===== src/gpio_input_pkg.sv =====
package gpio_input_pkg;

  // ----------------------------------------------------------------
  // register map
  // ----------------------------------------------------------------
  localparam logic [7:0] ADDR_STATUS = 8'h23;
  localparam logic [7:0] ADDR_PIN_CFG = 8'h24;
  localparam logic [7:0] ADDR_MODE_CFG = 8'h25;
  localparam logic [7:0] ADDR_UNLOCK = 8'hE1;
  localparam logic [15:0] PIN_CFG_RESET = 16'h0000;
  localparam logic [15:0] MODE_CFG_RESET = 16'h0000;
  localparam logic [15:0] PIN_CFG_RW_MASK = 16'hBFFF;

  // ----------------------------------------------------------------
  // field positions
  // ----------------------------------------------------------------
  localparam int POS_FILTER_EN = 15;
  localparam int POS_MASK_LO = 5;
  localparam int POS_CODE_LO = 1;
  localparam int POS_INPUT_EN = 0;
  localparam int POS_REF_SEL = 13;
  localparam int POS_ACTION_LO = 8;
  localparam int POS_PROTECT_FLAG = 8;
  localparam int NUM_CH = 4;

  // ----------------------------------------------------------------
  // input function codes
  // ----------------------------------------------------------------
  localparam logic [3:0] FN_FAULT_DUMP = 4'h2;
  localparam logic [3:0] FN_CURRENT_PWR = 4'h3;
  localparam logic [3:0] FN_VOLTAGE_PWR = 4'h4;
  localparam logic [3:0] FN_PROTECT = 4'h5;
  localparam logic [3:0] FN_CLEAR = 4'h7;
  localparam logic [3:0] FN_SYNC_LOAD = 4'h8;
  localparam logic [3:0] FN_WAVE = 4'h9;
  localparam logic [3:0] FN_MARGIN = 4'hA;
  localparam logic [3:0] FN_RESET = 4'hB;
  localparam logic [3:0] FN_NVM_PROTECT = 4'hC;
  localparam logic [3:0] FN_MAP_LOCK = 4'hD;
  localparam logic [3:0] FN_NONE = 4'h0;

  // safe shutdown actions
  localparam logic [1:0] ACT_POWERDOWN = 2'h0;
  localparam logic [1:0] ACT_NVM_CODE = 2'h1;
  localparam logic [1:0] ACT_MARGIN_LOW = 2'h2;

  // ----------------------------------------------------------------
  // timing
  // ----------------------------------------------------------------
  localparam int CLK_PERIOD_NS = 10;
  localparam int FILTER_NS = 100;
  localparam int FILTER_CYCLES = (FILTER_NS + CLK_PERIOD_NS - 1) / CLK_PERIOD_NS;
  localparam logic [3:0] FILTER_LAST = 4'(FILTER_CYCLES - 1);

  typedef enum logic [1:0] {
    prot_idle,
    prot_nvm,
    prot_slew,
    prot_down
  } protect_state_e;

endpackage : gpio_input_pkg


===== src/gpio_input_function_dispatch.sv =====
// Notes on behaviour
// - four-bit mask, one bit per channel
// - global functions device-wide, others masked channels
// - code 0010 falling edge starts fault dump
// - code 0011 low powers down current outputs
// - code 0100 low powers down voltage outputs
// - code 0101 falling edge starts safe shutdown
// - code 0111 low applies global clear
// - code 1000 falling edge loads synced channels
// - code 1001 fall stops, rise starts waveform
// - code 1010 fall margin low, rise high
// - code 1011 fall enters reset, rise leaves
// - reset clears code unless kept in NVM
// - code 1100 fall permits NVM, high blocks
// - code 1101 high rejects writes except unlock
// - pin acts only when input enable set
// - reference select picks reference or mode pin
// - two-bit action chooses shutdown sequence
// - shutdown done flag, cleared on read
// - filter enable adds glitch filter delay
module gpio_input_function_dispatch
  import gpio_input_pkg::*;
(
  // clock and reset
  input wire logic clk_sys,
  input wire logic sys_rst,
  // pin
  input wire logic gpio_pin,
  // register port
  input wire logic reg_wr_en,
  input wire logic reg_rd_en,
  input wire logic [7:0] reg_addr,
  input wire logic [15:0] reg_wdata,
  output logic [15:0] reg_rdata,
  output logic unlock_write,
  // companion settings
  input wire logic [3:0] channel_sync_select,
  input wire logic nvm_keeps_reset_cfg,
  input wire logic slew_done,
  // global actions
  output logic fault_dump_start,
  output logic output_clear,
  output logic device_reset,
  output logic nvm_write_allowed,
  output logic map_locked,
  output logic reference_pin_select,
  // channel actions
  output logic [3:0] current_output_down,
  output logic [3:0] voltage_output_down,
  output logic [3:0] sync_output_load,
  output logic [3:0] wave_stop,
  output logic [3:0] wave_start,
  output logic [3:0] margin_low,
  output logic [3:0] margin_high,
  // safe shutdown
  output logic protect_load_nvm,
  output logic protect_slew_low,
  output logic protect_slew_high,
  output logic protect_powerdown
);

  // ----------------------------------------------------------------
  // settings
  // ----------------------------------------------------------------
  logic [15:0] pin_function_settings;
  logic [15:0] device_mode_settings;
  logic protect_flag;
  logic [3:0] pin_channel_mask;
  logic [3:0] pin_input_function_code;
  logic pin_input_enable;
  logic input_filter_enable;
  logic [1:0] protect_action;

  assign pin_channel_mask = pin_function_settings[POS_MASK_LO +: NUM_CH];
  assign pin_input_function_code = pin_function_settings[POS_CODE_LO +: 4];
  assign pin_input_enable = pin_function_settings[POS_INPUT_EN];
  assign input_filter_enable = pin_function_settings[POS_FILTER_EN];
  assign protect_action = device_mode_settings[POS_ACTION_LO +: 2];

  // ----------------------------------------------------------------
  // pin conditioning
  // ----------------------------------------------------------------
  logic sync_a, sync_b, sync_c, pin_clean, pin_level, pin_prev;
  logic [3:0] filter_count;

  always_ff @(posedge clk_sys or posedge sys_rst)
    if (sys_rst)
    begin
      sync_a <= 1'b1;
      sync_b <= 1'b1;
      sync_c <= 1'b1;
      pin_clean <= 1'b1;
    end
    else
    begin
      sync_a <= gpio_pin;
      sync_b <= sync_a;
      sync_c <= sync_b;
      if (sync_b == sync_c)
        pin_clean <= sync_c;
    end

  always_ff @(posedge clk_sys or posedge sys_rst)
    if (sys_rst)
    begin
      pin_level <= 1'b1;
      filter_count <= 4'h0;
    end
    else if (!input_filter_enable || pin_clean == pin_level)
    begin
      filter_count <= 4'h0;
      if (!input_filter_enable)
        pin_level <= pin_clean;
    end
    else if (filter_count == FILTER_LAST)
    begin
      pin_level <= pin_clean;
      filter_count <= 4'h0;
    end
    else
      filter_count <= filter_count + 4'h1;

  // edge history
  always_ff @(posedge clk_sys or posedge sys_rst)
    if (sys_rst)
      pin_prev <= 1'b1;
    else
      pin_prev <= pin_level;

  // nothing acts unless input mode is on
  logic fall, rise, low, high;
  assign fall = pin_input_enable && pin_prev && !pin_level;
  assign rise = pin_input_enable && !pin_prev && pin_level;
  assign low = pin_input_enable && !pin_level;
  assign high = pin_input_enable && pin_level;

  function automatic logic is_fn(input logic [3:0] code, input logic [3:0] fn);
    is_fn = (code == fn);
  endfunction : is_fn

  // ----------------------------------------------------------------
  // register access
  // ----------------------------------------------------------------
  logic write_ok, leave_reset;
  // lock rejects writes except the unlock field
  assign write_ok = reg_wr_en && (!map_locked || reg_addr == ADDR_UNLOCK);
  // leaving reset on the rise after the fall
  assign leave_reset = device_reset && pin_input_enable && rise;

  // pin function settings, with reset-code clearing
  always_ff @(posedge clk_sys or posedge sys_rst)
    if (sys_rst)
      pin_function_settings <= PIN_CFG_RESET;
    else if (leave_reset && !nvm_keeps_reset_cfg)
      pin_function_settings[POS_CODE_LO +: 4] <= FN_NONE;
    else if (write_ok && reg_addr == ADDR_PIN_CFG)
      pin_function_settings <= reg_wdata & PIN_CFG_RW_MASK;

  // mode settings; reserved bits store what software writes
  always_ff @(posedge clk_sys or posedge sys_rst)
    if (sys_rst)
      device_mode_settings <= MODE_CFG_RESET;
    else if (write_ok && reg_addr == ADDR_MODE_CFG)
      device_mode_settings <= reg_wdata;

  // read data and unlock strobe
  always_ff @(posedge clk_sys or posedge sys_rst)
    if (sys_rst)
    begin
      reg_rdata <= 16'h0000;
      unlock_write <= 1'b0;
    end
    else
    begin
      unlock_write <= write_ok && reg_addr == ADDR_UNLOCK;
      if (reg_rd_en)
        unique case (reg_addr)
          ADDR_PIN_CFG: reg_rdata <= pin_function_settings;
          ADDR_MODE_CFG: reg_rdata <= device_mode_settings;
          ADDR_STATUS: reg_rdata <= 16'(protect_flag) << POS_PROTECT_FLAG;
          default: reg_rdata <= 16'h0000;
        endcase
    end

  always_ff @(posedge clk_sys or posedge sys_rst)
    if (sys_rst)
      reference_pin_select <= 1'b0;
    else
      reference_pin_select <= device_mode_settings[POS_REF_SEL];

  // ----------------------------------------------------------------
  // global functions
  // ----------------------------------------------------------------
  // global actions ignore the channel mask
  always_ff @(posedge clk_sys or posedge sys_rst)
    if (sys_rst)
    begin
      fault_dump_start <= 1'b0;
      output_clear <= 1'b0;
      device_reset <= 1'b0;
      nvm_write_allowed <= 1'b0;
      map_locked <= 1'b0;
    end
    else
    begin
      fault_dump_start <= fall && is_fn(pin_input_function_code, FN_FAULT_DUMP);
      output_clear <= low && is_fn(pin_input_function_code, FN_CLEAR);
      if (fall && is_fn(pin_input_function_code, FN_RESET))
        device_reset <= 1'b1;
      else if (leave_reset)
        device_reset <= 1'b0;
      // NVM allowed after fall, blocked while high
      if (!is_fn(pin_input_function_code, FN_NVM_PROTECT) || high)
        nvm_write_allowed <= 1'b0;
      else if (fall)
        nvm_write_allowed <= 1'b1;
      map_locked <= high && is_fn(pin_input_function_code, FN_MAP_LOCK);
    end

  // ----------------------------------------------------------------
  // channel functions
  // ----------------------------------------------------------------
  // one mask bit gates each channel
  for (genvar ch = 0; ch < NUM_CH; ch++)
  begin : g_ch
    logic sel;
    assign sel = pin_channel_mask[ch];
    always_ff @(posedge clk_sys or posedge sys_rst)
      if (sys_rst)
      begin
        current_output_down[ch] <= 1'b0;
        voltage_output_down[ch] <= 1'b0;
        sync_output_load[ch] <= 1'b0;
        wave_stop[ch] <= 1'b0;
        wave_start[ch] <= 1'b0;
        margin_low[ch] <= 1'b0;
        margin_high[ch] <= 1'b0;
      end
      else
      begin
        current_output_down[ch] <= sel && low
          && is_fn(pin_input_function_code, FN_CURRENT_PWR);
        voltage_output_down[ch] <= sel && low
          && is_fn(pin_input_function_code, FN_VOLTAGE_PWR);
        // load needs mask and sync select
        sync_output_load[ch] <= sel && fall && channel_sync_select[ch]
          && is_fn(pin_input_function_code, FN_SYNC_LOAD);
        wave_stop[ch] <= sel && fall
          && is_fn(pin_input_function_code, FN_WAVE);
        wave_start[ch] <= sel && rise
          && is_fn(pin_input_function_code, FN_WAVE);
        margin_low[ch] <= sel && fall
          && is_fn(pin_input_function_code, FN_MARGIN);
        margin_high[ch] <= sel && rise
          && is_fn(pin_input_function_code, FN_MARGIN);
      end
  end : g_ch

  // ----------------------------------------------------------------
  // safe shutdown sequence
  // ----------------------------------------------------------------
  protect_state_e prot_state;
  logic protect_trigger;
  assign protect_trigger = fall && is_fn(pin_input_function_code, FN_PROTECT);

  always_ff @(posedge clk_sys or posedge sys_rst)
    if (sys_rst)
    begin
      prot_state <= prot_idle;
      protect_load_nvm <= 1'b0;
      protect_slew_low <= 1'b0;
      protect_slew_high <= 1'b0;
      protect_powerdown <= 1'b0;
    end
    else
    begin
      protect_load_nvm <= 1'b0;
      protect_powerdown <= 1'b0;
      unique case (prot_state)
        prot_idle:
          if (protect_trigger)
            unique case (protect_action)
              ACT_POWERDOWN: prot_state <= prot_down;
              ACT_NVM_CODE: prot_state <= prot_nvm;
              default:
              begin
                prot_state <= prot_slew;
                protect_slew_low <= protect_action == ACT_MARGIN_LOW;
                protect_slew_high <= protect_action != ACT_MARGIN_LOW;
              end
            endcase
        prot_nvm:
        begin
          protect_load_nvm <= 1'b1;
          prot_state <= prot_down;
        end
        prot_slew:
          if (slew_done)
          begin
            protect_slew_low <= 1'b0;
            protect_slew_high <= 1'b0;
            prot_state <= prot_down;
          end
        prot_down:
        begin
          protect_powerdown <= 1'b1;
          prot_state <= prot_idle;
        end
      endcase
    end

  always_ff @(posedge clk_sys or posedge sys_rst)
    if (sys_rst)
      protect_flag <= 1'b0;
    else if (prot_state == prot_down)
      protect_flag <= 1'b1;
    else if (reg_rd_en && reg_addr == ADDR_STATUS)
      protect_flag <= 1'b0;
endmodule : gpio_input_function_dispatch


===== config.mk =====
export PLATFORM = sky130hd
export DESIGN_NAME = gpio_input_function_dispatch
export DESIGN_NICKNAME = d
export VERILOG_FILES = /design/src/gpio_input_pkg.sv /design/src/gpio_input_function_dispatch.sv
export SDC_FILE = /design/constraint.sdc
export NUM_CORES = 1
export LEC_CHECK = 0
export BUFFER_PORTS_ARGS = -buffer_cell sky130_fd_sc_hd__buf_4
export CORE_MARGIN = 3
export CORE_UTILIZATION = 54
export CTS_CLUSTER_SIZE = 14
export DETAILED_ROUTE_END_ITERATION = 6
export PLACE_DENSITY = 0.76
export SYNTH_ARGS = -nofsm -noshare
export SYNTH_HDL_FRONTEND = slang
export SYNTH_SLANG_ARGS = --single-unit

===== constraint.sdc =====
create_clock -name clk_sys -period 4.16 [get_ports clk_sys]
set_clock_uncertainty 0.2 [all_clocks]
set_input_delay 0.624 -clock clk_sys [delete_from_list [all_inputs] [get_ports clk_sys]]
set_output_delay 0.624 -clock clk_sys [all_outputs]
set_load 0.02 [all_outputs]

# ---- Word-level counts from Yosys, hierarchy flattened
# Cells that the tools add are included.
dict set report totals {
  regBits 99
  input_bits 35
  elab_cells 194
}
dict set report op_classes {
  n_addsub 1
  n_eq_ne 28
  n_mux 27
  bitwise 1
  reduce_logical 85
}
# op n
set ops {}
lappend ops {{1-bit logical AND} 63}
lappend ops {{16-bit case mux with 3 select lines} 1}
lappend ops {{4-bit == test, second input constant} 7}
lappend ops {{8-bit by 6-bit == test with 1-bit output, second input constant} 3}
lappend ops {{1-bit 2-to-1 mux} 16}
lappend ops {{4-bit by 3-bit == test with 1-bit output, second input constant} 3}
lappend ops {{4-bit 2-to-1 mux} 3}
lappend ops {{2-bit nonzero test} 6}
lappend ops {{2-bit != test, second input constant} 5}
lappend ops {{4-bit by 2-bit == test with 1-bit output, second input constant} 2}
lappend ops {{8-bit == test, second input constant} 1}
lappend ops {{2-bit case mux with 4 select lines} 1}
lappend ops {{2-bit == test, second input constant} 3}
lappend ops {{1-bit logical NOT} 6}
lappend ops {{2-bit AND reduction} 3}
lappend ops {{5-bit 2-to-1 mux} 1}
lappend ops {{4-bit by 1-bit adder with 4-bit output, second input constant} 1}
lappend ops {{2-bit by 1-bit == test with 1-bit output, second input constant} 2}
lappend ops {{2-bit logical NOT} 2}
lappend ops {{2-bit 2-to-1 mux} 2}
lappend ops {{1-bit case mux with 2 select lines} 2}
lappend ops {{2-bit case mux with 2 select lines} 1}
lappend ops {{4-bit AND reduction} 1}
lappend ops {{1-bit logical OR} 3}
lappend ops {{other kinds (3)} 4}

# ---- Depth between registers and ports, before layout
# Gate-level depths: netlist of run 1.
dict set report depth {
  word_depth 7
  mapped_depth 6
}

# ---- Worst setup path before layout of run 1
# OpenSTA, ideal clock, no wires.
dict set report synth_path {
  kind {input to register}
  from {input reg_addr[0]}
  to {register pin_function_settings[0]}
  arrival_time_ps 2187
  required_time_ps 3835
  slack_ps 1647
  path_stages 6
  path_buffers 2
  cell_sequence {buf_6 > or4b_4 > nor3_4 > and2b_1 > buf_8 > mux2_4}
}
dict set report synth_via {
  elab_chain_len 5
}
# element line
set synth_rtl {}
lappend synth_rtl {{start, declared} gpio_input_function_dispatch.sv:32} ;# input wire logic [7:0] reg_addr,
lappend synth_rtl {{8-bit == test} gpio_input_function_dispatch.sv:146} ;# assign write_ok = reg_wr_en && (!map_locked || reg_addr == ADDR_UNLOCK);
lappend synth_rtl {{1-bit logical OR} gpio_input_function_dispatch.sv:146}
lappend synth_rtl {{1-bit logical AND} gpio_input_function_dispatch.sv:146}
lappend synth_rtl {{1-bit logical AND *} gpio_input_function_dispatch.sv:156} ;# else if (write_ok && reg_addr == ADDR_PIN_CFG)
lappend synth_rtl {{2-bit AND reduction (no source line) *} -}
lappend synth_rtl {{end signal, assigned} gpio_input_function_dispatch.sv:157} ;# pin_function_settings <= reg_wdata & PIN_CFG_RW_MASK;
lappend synth_rtl {{end, declared} gpio_input_function_dispatch.sv:65} ;# logic [15:0] pin_function_settings;
# Mark *: on every way between the ends. The rest lies on a longest branch, timed or not.
# A chain may end at the register's enable or synchronous reset.

# ---- Worst setup path in the final report of run 1
dict set report layout_path {
  from {input reg_addr[0]}
  to {register pin_function_settings[15]}
}
# The elaborated chain is that of the path after synthesis.

==> impl_metrics.csv, run 1 <==
group,metric,value,unit
global_route,antenna_found_initial,0,
final_layout,nets,442,
timing,fmax,0.3732,GHz
power,power.density,387.6,nW/um^2
routing,wl_met1,3617,um
timing,tightest_slew,897.4,ps
min_path,hp-start,"sync_a",
global_route,gr-total-overflow,0,
timing,slew_violations,0,
clocking,cts.repair.resized,0,
timing,rsz0062_at_grt,"no",
global_route,grt_pass1_wl,13060,um
synthesis,async_flop_share,1.000,
worst_setup_path,required,4190,ps
synthesis,syn-num-nets,347,
routing,drt-vias-per-instance,5.090,
worst_setup_path,critPathKind,"input pin to flop",
flow_run,cap_violations,0,
min_path,whs_path_depth,0,
worst_setup_path,reg2regPathDepth,4,
clocking,cts_tree,"built",
timing,fin_tns_setup,0,ps
timing,post-route-period-util,0.6442,
synthesis,synth_cells,305,
worst_setup_path,startpoint_type,"input pin",
power,p_leak,2.514,nW
clocking,clkTransAtPathRegs,90,ps
timing,fin_crit,2680,ps
clocking,cts_buffers,9,
synthesis,yosys_warnings,0,
worst_setup_path,r2r_end,"pin_function_settings[15]",
global_route,grtUsageTotal,0.1957,
clocking,post-cts-setup-buffer-count,0,
synthesis,ys_seq_area_frac,0.6160,
floorplanning,core-area,7019,sq um
synthesis,synthFlopType,"dfrtp_1",
clocking,htreeDepth,3,
placement,gp_congestion,0.8221,
clocking,clock_latency,350,ps
min_path,min_to,"sync_b",
clocking,cts_buffer_depth,2,
floorplanning,die_w,92.43,um
status,outcome,"completed",
placement,dpl.hpwl,5697,um
final_layout,diodes,0,
power,ir_drop,0.2571,mV
routing,drc,0,
synthesis,yosysTopAreaCell,"dfrtp_1",
synthesis,syn-cell-area,4034,sq um
routing,wl_per_cell,15.80,um
synthesis,synth_cell_types,44,
routing,met2RoutedLength,3749,um
final_layout,final_common_cell,"dfrtp_1",
final_layout,syn_to_final_growth,24.41,%
worst_setup_path,setup.worst_path.end_class,"flop",
clocking,clock-sinks,99,
synthesis,synth.top_cell.area_share,0.5769,
routing,dr.pass1.iters,4,
routing,initialDrtViolationCount,93,
routing,num_vias,2550,
synthesis,avgSynthCellArea,13.23,sq um
timing,holdWs,159.5,ps
synthesis,synth_edf_count,0,
routing,routed.top_layer,"met4",
routing,wl_met3,433,um
floorplanning,rows,30,
min_path,hold_class,"flop to flop",
timing,setup_viol,0,
final_layout,drive_above_1_share,0.3654,
synthesis,synth.area.top_cells,"dfrtp_1 (58%), mux2_2 (5.3%), mux2i_1 (5.2%)",
synthesis,ys_ff_latch,99,
worst_setup_path,cp_data_arrival_time,2710,ps
timing,hold_viol,0,
floorplanning,start_util,0.5747,
worst_setup_path,regToRegSetupSlack,1640,ps
floorplanning,io_pins,90,
routing,ant_nets,0,
worst_setup_path,cp_max_fo,19,
floorplanning,die_area,8543,sq um
clocking,cts_root_buf,"clkbuf_8",
final_layout,final_cell_mix,"dfrtp_1 (93), buf_4 (91), and2_1 (24)",
global_route,grt_pass1_vias,2579,
clocking,hold_buffers,0,
global_route,grt_max_degree,78,
routing,drt_wl_total,7916,um
placement,numPortBuffers,89,
floorplanning,die_h,92.43,um
timing,relSlewSlack,0.4018,
worst_setup_path,r2r-start,"map_locked",
==> worst max path at each step <==
| stage | startpoint | end | slack, ps | cells past startpoint |
|---|---|---|---|---|
| 4_1_cts | reg_addr[0] | pin_function_settings[15] | 1480 | 5 |
| 3_3_place_gp | reg_addr[0] | pin_function_settings[15] | 1150 | 5 |
| 5_1_grt | reg_addr[0] | pin_function_settings[15] | 1380 | 5 |
| 2_1_floorplan | sys_rst | current_output_down[0] | 760 | 1 |
| 6_report | reg_addr[0] | pin_function_settings[15] | 1480 | 5 |
| 3_5_place_dp | reg_addr[0] | pin_function_settings[15] | 1120 | 5 |
==> cells in the mapped netlist (all sizes together) (3+ instances only) <==
master and count:
nor2 16, dfstp 6, and2 24, nand2b 8
dfrtp 93, and3 4, nor2b 4, o22ai 15
mux2 29, nand2 8, buf 4, mux2i 21
inv 23, nor3 8, nand3 3, clkbuf 3
o21ai 3, ha 7
==> through the flow <==
stage | instances | utilization | worst slack [ps] | total power, mW | cell area [sq um]
global placement | 485 | 0.6825 | 1150 | 1.284 | 4791
floorplan | 305 | - | 755.5 | 1.209 | 4034
CTS | 501 | 0.7150 | 1480 | 1.967 | 5019
finish | 501 | 0.7150 | 1480 | 1.945 | 5019
detailed placement | 485 | 0.6825 | 1115 | 1.295 | 4791
global route | 501 | 0.7150 | 1378 | 2.040 | 5019
==> layout make-up <==
cell class                 instances  area (sq um)
multi-input combinational        176          1414
sequential                        99          2485
inverter                          23         88.84
clock inverter                     5         86.33
clock buffer                      11         141.4
tap                               96         120.1
fill                             496          2001
timing repair buffer              91         683.2
==> power by group <==
group	switching (mW)	internal, mW
clock	0.312	0.359
combinational	0.122	0.114
sequential	0.0330	1.01
total	0.467	1.48
==> worst max-delay path: stages <==
cell	delay, ps
buf_4	210
or4b_4	580
nor3_4	280
and2b_1	600
mux2_2	400
==> routing by layer <==
layer,GRT usage,vias to the layer above
met4,0.08540,0
li1,-,1228
met3,0.03737,11
met1,0.2684,1226
met2,0.3051,85
met5,0,-
==> state kept, by name, summed over array words and instances (netlist names), 2 cells and up <==
name and count:
device_mode_settings 16, reg_rdata 16, pin_function_settings 15, current_output_down 4, filter_count 4, margin_high 4, margin_low 4, sync_output_load 4
voltage_output_down 4, wave_start 4, wave_stop 4, prot_state 2
==> kinds of logic (layout without fill, tap and decap cells) <==
kind of cell | after synthesis | count (layout) | synth area share
XOR/XNOR | 3 | 3 | 0.006515
adder cells (fa/ha/maj) | 8 | 8 | 0.02419
AO/OA/AOI/OAI | 26 | 26 | 0.04188
AND/OR/NAND/NOR | 89 | 89 | 0.1355
buffers and inverters | 30 | 130 | 0.03350
multiplexers | 50 | 50 | 0.1424
flip-flops | 99 | 99 | 0.6160
Power figures use the tool's default switching activity.
==> inputs of run 2 (changes only) <==
CORE_UTILIZATION = 48   (was 54)
PLACE_DENSITY = 0.71   (was 0.76)
clock period = 2.4 ns   (was 4.16 ns; I/O delays follow)
==> run 2 against run 1 <==
Final area is 1.5% higher; hold slack worse by 130 ps; first-iteration DRC count is 42% higher; utilization decreased by 7.2 points; critical path type is now flop to flop; largest power group unchanged.
==> impl_metrics.csv, run 2 (same netlist as run 1, synthesis figures left out) <==
group,metric,value,unit
floorplanning,die_h,97.67,um
worst_setup_path,cp_data_arrival_time,2180,ps
worst_setup_path,crit_slowest_cell,"dfstp_2",
clocking,cts.repair.resized,0,
final_layout,diodes,0,
worst_setup_path,cp_max_fo,7,
global_route,grt_pass1_vias,2671,
final_layout,final_cell_mix,"buf_4 (98), dfrtp_1 (93), and2_1 (24)",
clocking,clock_latency,350,ps
timing,fmax,0.4709,GHz
final_layout,nFillCells,626,
timing,rsz0062_at_grt,"no",
global_route,antenna_found_initial,0,
worst_setup_path,setup.worst_path.end_class,"flop",
placement,dpl.hpwl,5993,um
routing,num_vias,2593,
flow_run,cap_violations,0,
timing,holdWs,29.23,ps
placement,numPortBuffers,89,
worst_setup_path,critPathKind,"flop to flop",
worst_setup_path,crit_family,"flip-flops",
worst_setup_path,path_cells,"nand3b_1, or3_1, a21oi_1, mux2_2",
min_path,hold_class,"input pin to flop",
timing,fin_crit,2124,ps
timing,tightest_slew,530.3,ps
routing,dr.pass1.iters,4,
routing,drc,0,
clocking,cts_buffers,9,
final_layout,final_common_cell,"buf_4",
clocking,cts_buffer_depth,2,
global_route,gr-total-overflow,0,
power,p_leak,2.551,nW
final_layout,syn_to_final_growth,26.33,%
floorplanning,rows,32,
placement,gp_congestion,0.7562,
routing,drt-vias-per-instance,5.006,
worst_setup_path,startpoint_type,"flop",
final_layout,reg_top3,"device_mode_settings: 16 flops, reg_rdata: 16 flops, pin_function_settings: 15 flops",
routing,ant_nets,0,
timing,setup_viol,0,
floorplanning,die_area,9539,sq um
worst_setup_path,required,2460,ps
power,power.density,630.2,nW/um^2
worst_setup_path,regToRegSetupSlack,280,ps
routing,drt_wl_total,8181,um
global_route,grt_max_degree,64,
floorplanning,die_w,97.67,um
routing,initialDrtViolationCount,132,
power,ir_drop,0.3154,mV
final_layout,nets,453,
global_route,grtUsageTotal,0.1793,
worst_setup_path,cpPeakStageDelay,600,ps
final_layout,drive_above_1_share,0.3798,
timing,fin_tns_setup,0,ps
timing,relSlewSlack,0.6438,
clocking,cts_tree,"built",
timing,post-route-period-util,0.8848,
floorplanning,io_pins,90,
clocking,htreeDepth,3,
clocking,clock-sinks,99,
worst_setup_path,cp_num_buf_inv,0,
global_route,grt_pass1_wl,13660,um
floorplanning,core-area,7928,sq um
floorplanning,start_util,0.5088,
clocking,clkTransAtPathRegs,110,ps
routing,wl_per_cell,15.79,um
timing,slew_violations,0,
clocking,cts_root_buf,"clkbuf_8",
timing,hold_viol,0,
status,outcome,"completed",
[run 2: final cells by class]
class                           count  area [sq um]  share of cell area
Clock buffer                        9         123.9             0.02431
Inverter                           23         90.09             0.01768
Tap cell                          102         127.6             0.02504
Multi-Input combinational cell    176          1414              0.2774
Clock inverter                      7         60.06             0.01178
Sequential cell                    99          2485              0.4876
Timing Repair Buffer              102         795.8              0.1562
[run 2: report_power, final]
part / total [mW] / internal, mW / switching, mW
logic: 0.409 / 0.204 / 0.205
registers: 1.80 / 1.74 / 0.0543
clock network: 1.01 / 0.395 / 0.610
[run 2: path summary, 6_finish.rpt]
kind | startpoint | to | depth (start not counted)
min in group asynchronous | sys_rst | device_reset | 4
max in group asynchronous | sys_rst | pin_level | 4
min | reg_wdata[14] | device_mode_settings[14] | 2
max | pin_prev | prot_state[1] | 4
max reg2reg | pin_prev | prot_state[1] | 4
min reg2reg | sync_a | sync_b | 0
[run 2: repair_timing]
item	4_1_cts	5_1_grt
hold buffers	2	0
endpoints found under the setup margin	0	0
buffers inserted	0	0
hold endpoints to repair	94	0
[run 2: metal layers]
metal / track usage / vias to the layer above / share of wire
li1: - / 1254 / -
met1: 0.2467 / 1263 / 0.46
met2: 0.2878 / 67 / 0.48
met3: 0.03518 / 9 / 0.042
met4: 0.05751 / 0 / 0.015
met5: 0 / - / 0
[run 2: per-stage QoR]
step	area [sq um]	setup WS, ps	power (mW)	util	std cells
after floorplan	4038	151.5	2.096	-	305
after global placement	4892	233.7	2.235	0.6171	500
after detailed placement	4892	180.2	2.244	0.6171	500
after CTS	5096	258.6	3.239	0.6428	518
after global routing	5096	185.3	3.371	0.6428	518
final	5096	276.4	3.212	0.6428	518
[run 2: worst register-to-register path: cells and delay by family, from the launching register on]
family,cells,cell delay (ps)
multiplexers,1,360
AO/OA/AOI/OAI,1,270
AND/OR/NAND/NOR,2,600
flip-flops,1,600
==> inputs of run 3 (changes only) <==
BUFFER_PORTS_ARGS = -buffer_cell sky130_fd_sc_hd__buf_2   (was -buffer_cell sky130_fd_sc_hd__buf_4)
GPL_TIMING_DRIVEN = 0   (was default)
REMOVE_ABC_BUFFERS = 1   (was default)
==> run 3 against run 2 <==
Sequential share of layout area grew 2.8 points; global-route usage rose by 0.052 points; hold slack improved by 12 ps; routed wire length decreased by 1.9%; critical path depth increased by 1; setup slack lost 180 ps; register-to-register slack worse by 170 ps; via count down 0.39%; clock power hardly changed.
==> impl_metrics.csv, run 3 (same netlist as run 1, synthesis figures left out) <==
group,metric,value,unit
status,outcome,"completed",
floorplanning,die_h,97.67,um
worst_setup_path,r2r_end,"pin_function_settings[15]",
timing,tightest_slew,882.8,ps
min_path,hp-start,"reg_wdata[14]",
final_layout,final_common_cell,"dfrtp_1",
timing,fin_ws,91.76,ps
clocking,htreeDepth,3,
routing,dr.pass1.iters,4,
routing,drt_wl_total,8026,um
final_layout,nFillCells,669,
final_layout,nets,444,
routing,drt-vias-per-instance,5.075,
timing,holdWs,41.02,ps
min_path,min_to,"device_mode_settings[14]",
clocking,cts_root_buf,"clkbuf_8",
power,power.density,661.4,nW/um^2
final_layout,drive_above_1_share,0.3661,
worst_setup_path,startpoint_type,"input pin",
placement,gp_congestion,0.7736,
worst_setup_path,required,2440,ps
final_layout,diodes,0,
final_layout,final_cell_mix,"dfrtp_1 (93), buf_2 (89), and2_1 (24)",
placement,pre_cts_ws,-615.3,ps
placement,numPortBuffers,89,
routing,wl_per_cell,15.77,um
floorplanning,io_pins,90,
min_path,whs_path_depth,2,
global_route,grt_max_degree,68,
worst_setup_path,r2r-start,"map_locked",
routing,initialDrtViolationCount,53,
worst_setup_path,cp_max_fo,19,
worst_setup_path,reg2regPathDepth,4,
worst_setup_path,regToRegSetupSlack,110,ps
routing,ant_nets,0,
timing,relSlewSlack,0.4084,
global_route,gr-total-overflow,0,
floorplanning,die_w,97.67,um
timing,rsz0062_at_grt,"no",
floorplanning,core-area,7928,sq um
final_layout,reg_top3,"device_mode_settings: 16 flops, reg_rdata: 16 flops, pin_function_settings: 15 flops",
timing,setup_viol,0,
clocking,cts_tree,"built",
final_layout,syn_to_final_growth,19.51,%
floorplanning,die_area,9539,sq um
timing,fmax,0.4332,GHz
timing,post-route-period-util,0.9618,
min_path,hold_class,"input pin to flop",
global_route,antenna_found_initial,1,
clocking,clock-sinks,99,
worst_setup_path,setup.worst_path.end_class,"flop",
worst_setup_path,critPathKind,"input pin to flop",
placement,dpl.hpwl,5624,um
power,p_leak,2.490,nW
routing,drc,0,
power,ir_drop,0.3503,mV
worst_setup_path,cp_data_arrival_time,2350,ps
clocking,clock_latency,350,ps
floorplanning,rows,32,
timing,hold_viol,0,
final_layout,utilization,0.6081,
clocking,cts_buffer_depth,2,
global_route,grt_pass1_wl,13550,um
clocking,cts_buffers,9,
clocking,clkTransAtPathRegs,90,ps
timing,fin_crit,2308,ps
global_route,grtUsageTotal,0.1798,
flow_run,cap_violations,0,
floorplanning,start_util,0.5088,
routing,num_vias,2583,
global_route,grt_pass1_vias,2675,
timing,slew_violations,0,
-- run 3: cell types whose count changed in the layout (fill, tap and decap cells not counted) --
cell        previous run  this run
clkbuf_8               9        12
buf_4                 98         0
and2b_4                0         1
clkinvlp_4             3         1
buf_12                 2         1
inv_4                  0         1
inv_6                  1         0
and2b_1                1         0
inv_8                  2         0
buf_2                  0        89
buf_16                 0         1
clkbuf_1               0         1
-- run 3: stage by stage --
stage / power, mW / std cells / instance area, sq um / setup TNS (ps)
6_report: 3.188 / 509 / 4821 / 0
5_1_grt: 3.363 / 509 / 4821 / 0
4_1_cts: 3.227 / 509 / 4821 / 0
3_5_place_dp: 2.221 / 490 / 4588 / -15050
3_3_place_gp: 2.198 / 489 / 4558 / -187230
2_1_floorplan: 2.084 / 298 / 3985 / -69270
-- run 3: area by class of cell --
class                      count  area [sq um]  area share
timing repair buffer          93         513.0      0.1064
inverter                      23         88.84     0.01843
multi-input combinational    176          1416      0.2938
clock inverter                 3         21.27    0.004412
tap                          102         127.6     0.02647
clock buffer                  13         168.9     0.03504
sequential                    99          2485      0.5154
-- run 3: worst max-delay path, stage by stage --
cell	delay (ps)
buf_2	290
or4b_4	620
nor3_4	300
and2b_4	390
mux2_2	370
-- run 3: repair_timing --
action | CTS | global route
resized for setup | 2 | 0
setup buffers | 1 | 0
endpoints found under the hold margin | 31 | 0
endpoints found under the setup margin | 27 | 0
hold buffers | 2 | 0
-- run 3: routing by layer --
layer	global-route usage	part of all wire
met4	0.06070	0.012
met2	0.2799	0.46
met1	0.2498	0.47
met5	0	0.0022
met3	0.04164	0.055
-- run 3: how the worst max path moves through the flow --
| stage | cells past startpoint | endpoint | from |
|---|---|---|---|
| after floorplan | 1 | current_output_down[0] | sys_rst |
| after global placement | 2 | protect_powerdown | sys_rst |
| after detailed placement | 5 | pin_function_settings[15] | reg_addr[0] |
| after CTS | 4 | pin_function_settings[15] | map_locked |
| after global routing | 4 | pin_function_settings[9] | pin_level |
| final | 5 | pin_function_settings[15] | reg_addr[0] |
-- run 3: power by group --
part,total (mW),switching (mW),internal [mW]
Sequential,1.80,0.0550,1.74
Clock,1.00,0.540,0.463
Combinational,0.387,0.210,0.177
